==> config.mk <==
export PLATFORM = sky130hd
export DESIGN_NAME = sbtt_core
export DESIGN_NICKNAME = d
export VERILOG_FILES = /design/src/core/sbtt_pkg.sv /design/src/core/sbtt_core.sv
export SDC_FILE = /design/constraint.sdc
export NUM_CORES = 1
export LEC_CHECK = 0
export ABC_AREA = 1
export BUFFER_PORTS_ARGS = -buffer_cell sky130_fd_sc_hd__buf_2
export CORE_ASPECT_RATIO = 1.25
export CORE_MARGIN = 2
export CORE_UTILIZATION = 50
export DETAILED_ROUTE_END_ITERATION = 10
export GPL_TIMING_DRIVEN = 1
export PLACE_DENSITY = 0.7
export SKIP_LAST_GASP = 1
export SLEW_MARGIN = 15
export SYNTH_ARGS = -nofsm -noshare
export SYNTH_HDL_FRONTEND = slang
export SYNTH_SLANG_ARGS = --single-unit
==> constraint.sdc <==
create_clock -name clk_sys_i -period 3.3 [get_ports clk_sys_i]
set_input_delay 0.495 -clock clk_sys_i [delete_from_list [all_inputs] [get_ports clk_sys_i]]
set_output_delay 0.495 -clock clk_sys_i [all_outputs]
set_load 0.01 [all_outputs]
==> src/core/sbtt_pkg.sv <==
package sbtt_pkg;

   // System clock and the free-running low-speed oscillator it stands in for.
   localparam int unsigned SYS_CLK_HZ  = 50_000_000;
   localparam int unsigned SUB_CLK_HZ  = 32_000;
   localparam int unsigned SUB_DIV     = SYS_CLK_HZ / SUB_CLK_HZ;
   localparam int unsigned SUB_CNT_W   = 11;
   localparam int unsigned TO_TICK_SUB = 32;
   localparam int unsigned TICK_CNT_W  = 5;
   localparam int unsigned TO_SEL_W    = 6;
   localparam int unsigned TO_CNT_W    = 7;

   // Avalon-MM slave geometry and register byte offsets.
   localparam int unsigned AVS_AW   = 5;
   localparam int unsigned AVS_DW   = 32;
   localparam logic [4:0]  OFS_DATA = 5'h00;
   localparam logic [4:0]  OFS_OWN  = 5'h04;
   localparam logic [4:0]  OFS_CTL1 = 5'h08;
   localparam logic [4:0]  OFS_CTL2 = 5'h0c;
   localparam logic [4:0]  OFS_TOC  = 5'h10;

   // Field positions inside the writable registers.
   localparam int unsigned CTL1_EN_BIT  = 0;
   localparam int unsigned CTL2_TX_BIT  = 5;
   localparam int unsigned CTL2_ACK_BIT = 3;
   localparam int unsigned CTL2_BD_BIT  = 2;
   localparam int unsigned TOC_EN_BIT   = 7;
   localparam int unsigned TOC_FLAG_BIT = 6;

   typedef struct packed {
      logic address_match_flag;
      logic busy;
      logic transmit_mode_bit;
      logic read_write_direction_flag;
      logic sent_ack_bit;
      logic byte_done;
      logic spare;
      logic received_ack_flag;
   } sbtt_ctl2_t;

   typedef struct packed {
      logic                timeout_enable_bit;
      logic                timeout_flag;
      logic [TO_SEL_W-1:0] timeout_period_select;
   } sbtt_toc_t;

   localparam logic [7:0] CTL1_POR = 8'h00;
   localparam sbtt_ctl2_t CTL2_POR = 8'h01;
   localparam sbtt_toc_t  TOC_POR  = 8'h00;

   typedef enum logic [3:0] {
      ST_IDLE, ST_ADDR, ST_ADDR_ACK, ST_STALL, ST_RX,
      ST_RX_ACK, ST_TX, ST_TX_ACK, ST_WAIT_STOP
   } sbtt_state_t;

endpackage

==> src/core/sbtt_core.sv <==
// Notes on behaviour
// - Data items are eight-bit bytes, starting only after own address is acknowledged.
// - Bits shift most significant first, least significant last, both directions.
// - The receiver of a full byte drives the data line low to acknowledge.
// - As receiver the slave drives its acknowledge during the ninth clock.
// - As transmitter, capture master acknowledge; on none, release data and await stop.
// - Without master acknowledge the data line stays released for the stop.
// - Sent bytes come from the data buffer; received bytes land there.
// - After a match the clock is held low until buffer write or read.
// - Time-out counter starts on start plus own-address match; clock falls clear it.
// - Time-out fires when elapsed time since last clock fall reaches period.
// - A stop condition ends time-out supervision.
// - On overflow the counter halts, enable clears and the flag sets.
// - A time-out raises the same interrupt as match and byte completion.
// - A time-out returns the state machine and shift logic to reset.
// - A time-out keeps buffer, own address, first control; second control resets.
// - The time-out flag stays set until software clears it.
// - Sixty-four periods: selection one to sixty-four times 32 sub clocks.
// - The sub clock keeps running always, so supervision always has a clock.
// - Counter ticks at sub clock over 32; period is select plus one ticks.
// - Own-address match sets the match flag and raises the interrupt.
// - Transmit-mode bit set means the slave sends; clear means it receives.
//
// Design decisions made here: the register addresses and the Avalon-MM register port.
`timescale 1ns/10ps
module sbtt_core
#(
   parameter int unsigned SUB_DIV_P = sbtt_pkg::SUB_DIV
)
(
   input  wire logic                        clk_sys_i,
   input  wire logic                        nrst_i,
   input  wire logic [sbtt_pkg::AVS_AW-1:0] avs_address_i,
   input  wire logic                        avs_read_i,
   input  wire logic                        avs_write_i,
   input  wire logic [sbtt_pkg::AVS_DW-1:0] avs_writedata_i,
   input  wire logic [3:0]                  avs_byteenable_i,
   output logic      [sbtt_pkg::AVS_DW-1:0] avs_readdata_o,
   output logic                             avs_waitrequest_o,
   input  wire logic                        scl_i,
   output logic                             scl_o,
   output logic                             scl_oe_o,
   input  wire logic                        sda_i,
   output logic                             sda_o,
   output logic                             sda_oe_o,
   output logic                             sim_irq_o
);
   import sbtt_pkg::*;

   logic                  scl_s1_ff, scl_s2_ff, scl_s3_ff;
   logic                  sda_s1_ff, sda_s2_ff, sda_s3_ff;
   sbtt_state_t           state_ff, nxt_state;
   logic [3:0]            bitcnt_ff, nxt_bitcnt;
   logic [7:0]            shift_ff, nxt_shift;
   logic [7:0]            buf_ff, nxt_buf;
   logic [6:0]            own_ff, nxt_own;
   logic [7:0]            ctl1_ff, nxt_ctl1;
   sbtt_ctl2_t            ctl2_ff, nxt_ctl2;
   sbtt_toc_t             toc_ff, nxt_toc;
   logic [TO_CNT_W-1:0]   to_cnt_ff, nxt_to_cnt;
   logic                  active_ff, nxt_active;
   logic [SUB_CNT_W-1:0]  sub_cnt_ff, nxt_sub_cnt;
   logic [TICK_CNT_W-1:0] tick_cnt_ff, nxt_tick_cnt;
   logic                  sda_oe_ff, nxt_sda_oe;
   logic                  scl_oe_ff, nxt_scl_oe;
   logic                  irq_ff, nxt_irq;
   logic                  wait_ff, nxt_wait;
   logic [7:0]            rdata_ff, nxt_rdata;
   logic                  pin_lvl_ff;
   logic                  scl_rise, scl_fall, start_c, stop_c;
   logic                  bus_req, acc, wr0, rel, match_c;
   logic                  sub_tick, to_tick, to_hit;

   assign avs_readdata_o    = {24'h000000, rdata_ff};
   assign avs_waitrequest_o = wait_ff;
   assign scl_o             = pin_lvl_ff;
   assign sda_o             = pin_lvl_ff;
   assign scl_oe_o          = scl_oe_ff;
   assign sda_oe_o          = sda_oe_ff;
   assign sim_irq_o         = irq_ff;

   // Line conditions from the synchronised pins.
   assign scl_rise = scl_s2_ff && !scl_s3_ff;
   assign scl_fall = !scl_s2_ff && scl_s3_ff;
   assign start_c  = scl_s2_ff && scl_s3_ff && sda_s3_ff && !sda_s2_ff;
   assign stop_c   = scl_s2_ff && scl_s3_ff && !sda_s3_ff && sda_s2_ff;

   // Bus access is taken in the cycle in which waitrequest is low.
   assign bus_req = avs_read_i || avs_write_i;
   assign acc     = bus_req && !wait_ff;
   assign wr0     = acc && avs_write_i && avs_byteenable_i[0];
   assign rel     = (state_ff == ST_STALL) && acc && (avs_address_i == OFS_DATA) &&
                    (ctl2_ff.transmit_mode_bit ? wr0 : avs_read_i);
   assign match_c = (state_ff == ST_ADDR) && scl_fall && (bitcnt_ff == 4'd8) &&
                    (shift_ff[7:1] == own_ff) && ctl1_ff[CTL1_EN_BIT];

   // Free-running sub clock and the divide-by-32 time-out tick.
   assign sub_tick = (sub_cnt_ff == SUB_CNT_W'(SUB_DIV_P - 1));
   assign to_tick  = sub_tick && (tick_cnt_ff == TICK_CNT_W'(TO_TICK_SUB - 1));
   assign to_hit   = active_ff && toc_ff.timeout_enable_bit &&
                     (to_cnt_ff == ({1'b0, toc_ff.timeout_period_select} + 7'h01));

   always_comb
   begin
      nxt_state    = state_ff;
      nxt_bitcnt   = bitcnt_ff;
      nxt_shift    = shift_ff;
      nxt_buf      = buf_ff;
      nxt_own      = own_ff;
      nxt_ctl1     = ctl1_ff;
      nxt_ctl2     = ctl2_ff;
      nxt_toc      = toc_ff;
      nxt_to_cnt   = to_cnt_ff;
      nxt_active   = active_ff;
      nxt_sda_oe   = sda_oe_ff;
      nxt_scl_oe   = scl_oe_ff;
      nxt_irq      = 1'b0;
      nxt_wait     = !(bus_req && wait_ff);
      nxt_rdata    = rdata_ff;
      nxt_sub_cnt  = sub_tick ? '0 : sub_cnt_ff + 1'b1;
      nxt_tick_cnt = tick_cnt_ff;
      if (sub_tick)
      begin
         nxt_tick_cnt = tick_cnt_ff + 1'b1;
      end
      // Read data are prepared one cycle before waitrequest drops.
      if (bus_req && wait_ff)
      begin
         case (avs_address_i)
            OFS_DATA: nxt_rdata = buf_ff;
            OFS_OWN:  nxt_rdata = {own_ff, 1'b0};
            OFS_CTL1: nxt_rdata = ctl1_ff;
            OFS_CTL2: nxt_rdata = ctl2_ff;
            OFS_TOC:  nxt_rdata = toc_ff;
            default:  nxt_rdata = 8'h00;
         endcase
      end
      if (wr0)
      begin
         case (avs_address_i)
            OFS_DATA: nxt_buf = avs_writedata_i[7:0];
            OFS_OWN:  nxt_own = avs_writedata_i[7:1];
            OFS_CTL1: nxt_ctl1 = avs_writedata_i[7:0];
            OFS_CTL2:
            begin
               nxt_ctl2.transmit_mode_bit = avs_writedata_i[CTL2_TX_BIT];
               nxt_ctl2.sent_ack_bit      = avs_writedata_i[CTL2_ACK_BIT];
               if (!avs_writedata_i[CTL2_BD_BIT])
               begin
                  nxt_ctl2.byte_done = 1'b0;
               end
            end
            OFS_TOC:
            begin
               nxt_toc.timeout_enable_bit    = avs_writedata_i[TOC_EN_BIT];
               nxt_toc.timeout_period_select = avs_writedata_i[TO_SEL_W-1:0];
               if (!avs_writedata_i[TOC_FLAG_BIT])
               begin
                  nxt_toc.timeout_flag = 1'b0;
               end
            end
            default: nxt_buf = buf_ff;
         endcase
      end
      case (state_ff)
         ST_ADDR:
         begin
            if (scl_rise)
            begin
               nxt_shift  = {shift_ff[6:0], sda_s2_ff};
               nxt_bitcnt = bitcnt_ff + 4'd1;
            end
            if (scl_fall && (bitcnt_ff == 4'd8))
            begin
               nxt_state = ST_IDLE;
               if (match_c)
               begin
                  nxt_state                          = ST_ADDR_ACK;
                  nxt_sda_oe                         = 1'b1;
                  nxt_ctl2.address_match_flag        = 1'b1;
                  nxt_ctl2.read_write_direction_flag = shift_ff[0];
                  nxt_active                         = 1'b1;
                  nxt_to_cnt                         = '0;
                  nxt_irq                            = 1'b1;
               end
            end
         end
         ST_ADDR_ACK:
         begin
            if (scl_fall)
            begin
               nxt_sda_oe = 1'b0;
               nxt_scl_oe = 1'b1;
               nxt_state  = ST_STALL;
            end
         end
         ST_STALL:
         begin
            if (rel)
            begin
               nxt_scl_oe                  = 1'b0;
               nxt_bitcnt                  = 4'd0;
               nxt_ctl2.address_match_flag = 1'b0;
               nxt_state                   = ST_RX;
               if (ctl2_ff.transmit_mode_bit)
               begin
                  nxt_shift  = avs_writedata_i[7:0];
                  nxt_sda_oe = !avs_writedata_i[7];
                  nxt_state  = ST_TX;
               end
            end
         end
         ST_RX:
         begin
            if (scl_rise)
            begin
               nxt_shift  = {shift_ff[6:0], sda_s2_ff};
               nxt_bitcnt = bitcnt_ff + 4'd1;
            end
            if (scl_fall && (bitcnt_ff == 4'd8))
            begin
               nxt_buf    = shift_ff;
               nxt_sda_oe = !ctl2_ff.sent_ack_bit;
               nxt_state  = ST_RX_ACK;
            end
         end
         ST_RX_ACK:
         begin
            if (scl_fall)
            begin
               nxt_sda_oe         = 1'b0;
               nxt_scl_oe         = 1'b1;
               nxt_ctl2.byte_done = 1'b1;
               nxt_irq            = 1'b1;
               nxt_state          = ST_STALL;
            end
         end
         ST_TX:
         begin
            if (scl_rise)
            begin
               nxt_bitcnt = bitcnt_ff + 4'd1;
            end
            if (scl_fall)
            begin
               if (bitcnt_ff == 4'd8)
               begin
                  nxt_sda_oe = 1'b0;
                  nxt_state  = ST_TX_ACK;
               end
               else
               begin
                  nxt_shift  = {shift_ff[6:0], 1'b0};
                  nxt_sda_oe = !shift_ff[6];
               end
            end
         end
         ST_TX_ACK:
         begin
            if (scl_rise)
            begin
               nxt_ctl2.received_ack_flag = sda_s2_ff;
            end
            if (scl_fall)
            begin
               nxt_ctl2.byte_done = 1'b1;
               nxt_irq            = 1'b1;
               nxt_state          = ST_WAIT_STOP;
               if (!ctl2_ff.received_ack_flag)
               begin
                  nxt_scl_oe = 1'b1;
                  nxt_state  = ST_STALL;
               end
            end
         end
         ST_IDLE, ST_WAIT_STOP: nxt_state = state_ff;
         default: nxt_state = ST_IDLE;
      endcase
      if (start_c)
      begin
         nxt_state     = ST_ADDR;
         nxt_bitcnt    = 4'd0;
         nxt_sda_oe    = 1'b0;
         nxt_scl_oe    = 1'b0;
         nxt_ctl2.busy = 1'b1;
      end
      if (stop_c)
      begin
         nxt_state     = ST_IDLE;
         nxt_sda_oe    = 1'b0;
         nxt_scl_oe    = 1'b0;
         nxt_ctl2.busy = 1'b0;
         nxt_active    = 1'b0;
      end
      if (active_ff && toc_ff.timeout_enable_bit)
      begin
         if (scl_fall)
         begin
            nxt_to_cnt = '0;
         end
         else if (to_tick)
         begin
            nxt_to_cnt = to_cnt_ff + 1'b1;
         end
      end
      if (to_hit)
      begin
         nxt_to_cnt                 = to_cnt_ff;
         nxt_active                 = 1'b0;
         nxt_toc.timeout_enable_bit = 1'b0;
         nxt_toc.timeout_flag       = 1'b1;
         nxt_irq                    = 1'b1;
         nxt_state                  = ST_IDLE;
         nxt_bitcnt                 = 4'd0;
         nxt_shift                  = 8'h00;
         nxt_sda_oe                 = 1'b0;
         nxt_scl_oe                 = 1'b0;
         nxt_ctl2                   = CTL2_POR;
      end
   end

   always_ff @(posedge clk_sys_i or negedge nrst_i)
   begin
      if (!nrst_i)
      begin
         scl_s1_ff <= 1'b1;
         scl_s2_ff <= 1'b1;
         scl_s3_ff <= 1'b1;
         sda_s1_ff <= 1'b1;
         sda_s2_ff <= 1'b1;
         sda_s3_ff <= 1'b1;
      end
      else
      begin
         scl_s1_ff <= scl_i;
         scl_s2_ff <= scl_s1_ff;
         scl_s3_ff <= scl_s2_ff;
         sda_s1_ff <= sda_i;
         sda_s2_ff <= sda_s1_ff;
         sda_s3_ff <= sda_s2_ff;
      end
   end

   always_ff @(posedge clk_sys_i or negedge nrst_i)
   begin
      if (!nrst_i)
      begin
         state_ff    <= ST_IDLE;
         bitcnt_ff   <= 4'd0;
         shift_ff    <= 8'h00;
         buf_ff      <= 8'h00;
         own_ff      <= 7'h00;
         ctl1_ff     <= CTL1_POR;
         ctl2_ff     <= CTL2_POR;
         toc_ff      <= TOC_POR;
         to_cnt_ff   <= '0;
         active_ff   <= 1'b0;
         sub_cnt_ff  <= '0;
         tick_cnt_ff <= '0;
         sda_oe_ff   <= 1'b0;
         scl_oe_ff   <= 1'b0;
         irq_ff      <= 1'b0;
         wait_ff     <= 1'b1;
         rdata_ff    <= 8'h00;
         pin_lvl_ff  <= 1'b0;
      end
      else
      begin
         state_ff    <= nxt_state;
         bitcnt_ff   <= nxt_bitcnt;
         shift_ff    <= nxt_shift;
         buf_ff      <= nxt_buf;
         own_ff      <= nxt_own;
         ctl1_ff     <= nxt_ctl1;
         ctl2_ff     <= nxt_ctl2;
         toc_ff      <= nxt_toc;
         to_cnt_ff   <= nxt_to_cnt;
         active_ff   <= nxt_active;
         sub_cnt_ff  <= nxt_sub_cnt;
         tick_cnt_ff <= nxt_tick_cnt;
         sda_oe_ff   <= nxt_sda_oe;
         scl_oe_ff   <= nxt_scl_oe;
         irq_ff      <= nxt_irq;
         wait_ff     <= nxt_wait;
         rdata_ff    <= nxt_rdata;
         pin_lvl_ff  <= 1'b0;
      end
   end
endmodule // sbtt_core

==> flow_summary.toml <==
[clocking]
clk_latency_ns = 0.36
numCtsBuffers = 9
cts_resized = 0
clkSinkCount = 96
cts_hold_buf = 0
cts_root_buf = "clkbuf_16"
clkTransAtPathRegs_ns = 0.07
cts_tree = "done"
cts_buffer_depth = 2
cts_htree_levels = 3
cts_setup_buffers = 0

[final_layout]
final_nets = 803
fin_area_um2 = 5963
syn_to_final_growth_pct = 8.466
n_antenna_cell = 0
stdcell_count = 885
drive_above_1_share = 0.1023
fin_util = 0.5590

[place]
dpl.cell_count = 869
dp.final_hpwl_um = 9648
place_area_um2 = 5680
gp_congestion = 0.8831
port_buffers = 31

[pwr]
power.density_nw_per_um2 = 476.7
leakage_nw = 3.026
peakVddDrop_mv = 0.2480

[logic_synthesis]
synthTopCellsByArea = "dfrtp_1, nand2_1, inv_1"
synth_top_area_frac = 0.4005
synth_largest_area_cell = "dfrtp_1"
synth_seq_cells = 96
synth_cells = 714
synth-main-ff-cell = "dfrtp_1"
syn-cell-area_um2 = 5498
synth.distinct_cells = 43
avgSynthCellArea_um2 = 7.700
yosys_warnings = 0
synthMostInstantiatedCell = "nand2_1"
synth_top_cells_by_count = "nand2_1, inv_1, dfrtp_1"
synth_edf_count = 0
synth_sequential_area_ratio = 0.4388
async_flop_share = 1.000

[critical_path]
setup.worst_path.end_class = "flop"
path_delay_family = "simple AND/OR/NAND/NOR gates"
slowest_delay_ns = 0.43
path_cells = "ha_1 -> xor2_1 -> nor2_1 -> nand2_1 -> nor2_2 -> nand3_2 -> buf_4 -> nand2_1 -> inv_1 -> a211oi_1"
start_kind = "flop"
crit_buf_inv = 2
required_ns = 3.55
cpMostUsedCell = "nand2_1"
crit_type = "flop to flop"
arrival_ns = 2.87
worstPathMaxFanout = 21
crit_slowest_cell = "dfrtp_1"

[run_status]
status = "complete, no violations"

[detailed_routing]
drtIter0Drc = 326
firstDrtPassIters = 5
drc_errors = 0
viasPerCell = 5.400
ant_nets = 0
routed_wl_um = 13110
routedWlPerCell_um = 14.81
num_vias = 4779

[floorplan]
fp.dieH_um = 121.2
pin_count = 85
coreArea_um2 = 10670
rows = 42
die_x_um = 97.79
die-area_um2 = 11860
start_util = 0.5154

[sta]
clock.fmax_mhz = 381.7
clock_skew_ns = 0.01255
final_hold_viol_count = 0
finalCritPeriodShare = 0.7939
final.setup.tns_ns = 0
setup_viol = 0
period_needed_ns = 2.620
rsz0062_at_grt = "no"
slew_headroom = 0.3140
worstMarginPinSlew_ns = 1.029
maxSlewViolCount = 0

[global_routing]
grt_overflow = 0
grt_pass1_wl_um = 21890
antenna_found_initial = 0
grt_max_degree = 82
gr-usage-all-layers = 0.2339
grt_pass1_vias = 4556

[run]
max_cap_violations = 0

[hold_path]
hold_path.class = "primary input to flop"
==> layout by cell type, fill, tap and decap left out, types with 6 or more instances in the layout <==
cell type / count
a211oi_1: 6
a21oi_1: 15
a31oi_1: 7
buf_2: 30
buf_4: 8
clkbuf_16: 9
conb_1: 26
dfrtp_1: 88
dfstp_2: 8
ha_1: 8
inv_1: 103
nand2_1: 156
nand3_1: 49
nand4_1: 17
nor2_1: 68
nor3_1: 14
o211ai_1: 7
o21ai_0: 62
o21ai_1: 9
o22ai_1: 6
xor2_1: 10
==> metal layers <==
layer  vias up  routed length [µm]  global-route usage
li1       2343                   -                   -
met1      2258                5612              0.3033
met2       151                6402              0.3888
met3        27                 667             0.03283
met4         0                 427              0.1094
met5         -                   0                   0
==> per-stage QoR <==
stage / setup WS [ns] / power (mW) / hold WS [ns]
after global routing: 0.3829 / 2.983 / 0.2273
final: 0.6802 / 2.843 / 0.2342
after detailed placement: 0.7073 / 1.855 / 0.3494
after floorplan: 1.400 / 1.719 / 0.1994
after global placement: 0.7838 / 1.839 / 0.3476
after CTS: 0.6925 / 2.856 / 0.2293
==> path summary, 6_finish.rpt <==
path,start,endpoint,slack (ns),cells past startpoint
setup / recovery,toc_ff[0]$_DFFE_PN0P_,to_cnt_ff[2]$_DFFE_PN0N_,0.68,10
hold / removal,scl_i,scl_s1_ff$_DFF_PN1_,0.23,1
min in group asynchronous,nrst_i,toc_ff[3]$_DFFE_PN0P_,0.30,1
setup reg to reg,toc_ff[0]$_DFFE_PN0P_,to_cnt_ff[2]$_DFFE_PN0N_,0.68,10
max in group asynchronous,nrst_i,to_cnt_ff[1]$_DFFE_PN0N_,2.27,2
hold reg to reg,sda_s1_ff$_DFF_PN1_,sda_s2_ff$_DFF_PN1_,0.36,0
==> sequential cells by signal (all words and copies together), names as in the netlist, 7 cells and up <==
signal and count:
sub_cnt_ff 11, buf_ff 8, ctl1_ff 8, rdata_ff 8
shift_ff 8, toc_ff 8, ctl2_ff 7, own_ff 7
to_cnt_ff 7
==> kinds of logic after synthesis <==
group                      synth area share
other                             0.0006821
adders and majority gates           0.01821
buffers and inverters                0.1245
DFF                                  0.4388
xor gates and xnor gates            0.02390
AOI/OAI and AO/OA                    0.1356
and+or+nand+nor                      0.2583
==> layout make-up <==
type                            count  area (µm²)
Clock inverter                      5       40.04
Tap cell                          132       165.2
Sequential cell                    96        2412
Multi-Input combinational cell    497        2495
Inverter                          106       397.9
Timing Repair Buffer               38       210.2
Fill cell                        1007        4705
Clock buffer                       11       242.7
==> report_power, final <==
part           switching [mW]  leakage (nW)  internal [mW]  total (mW)
combinational           0.286          1.68          0.158       0.445
clock                   0.468         0.128          0.536        1.00
sequential              0.103          1.22           1.29        1.39
total                   0.857          3.03           1.99        2.84
==> worst reg2reg max path, cell delays in order, from the launching register on <==
cell	delay, ns
dfrtp_1	0.43
ha_1	0.33
xor2_1	0.16
nor2_1	0.11
nand2_1	0.07
nor2_2	0.09
nand3_2	0.43
buf_4	0.42
nand2_1	0.12
inv_1	0.12
a211oi_1	0.24
Power figures use the tool's default switching activity.
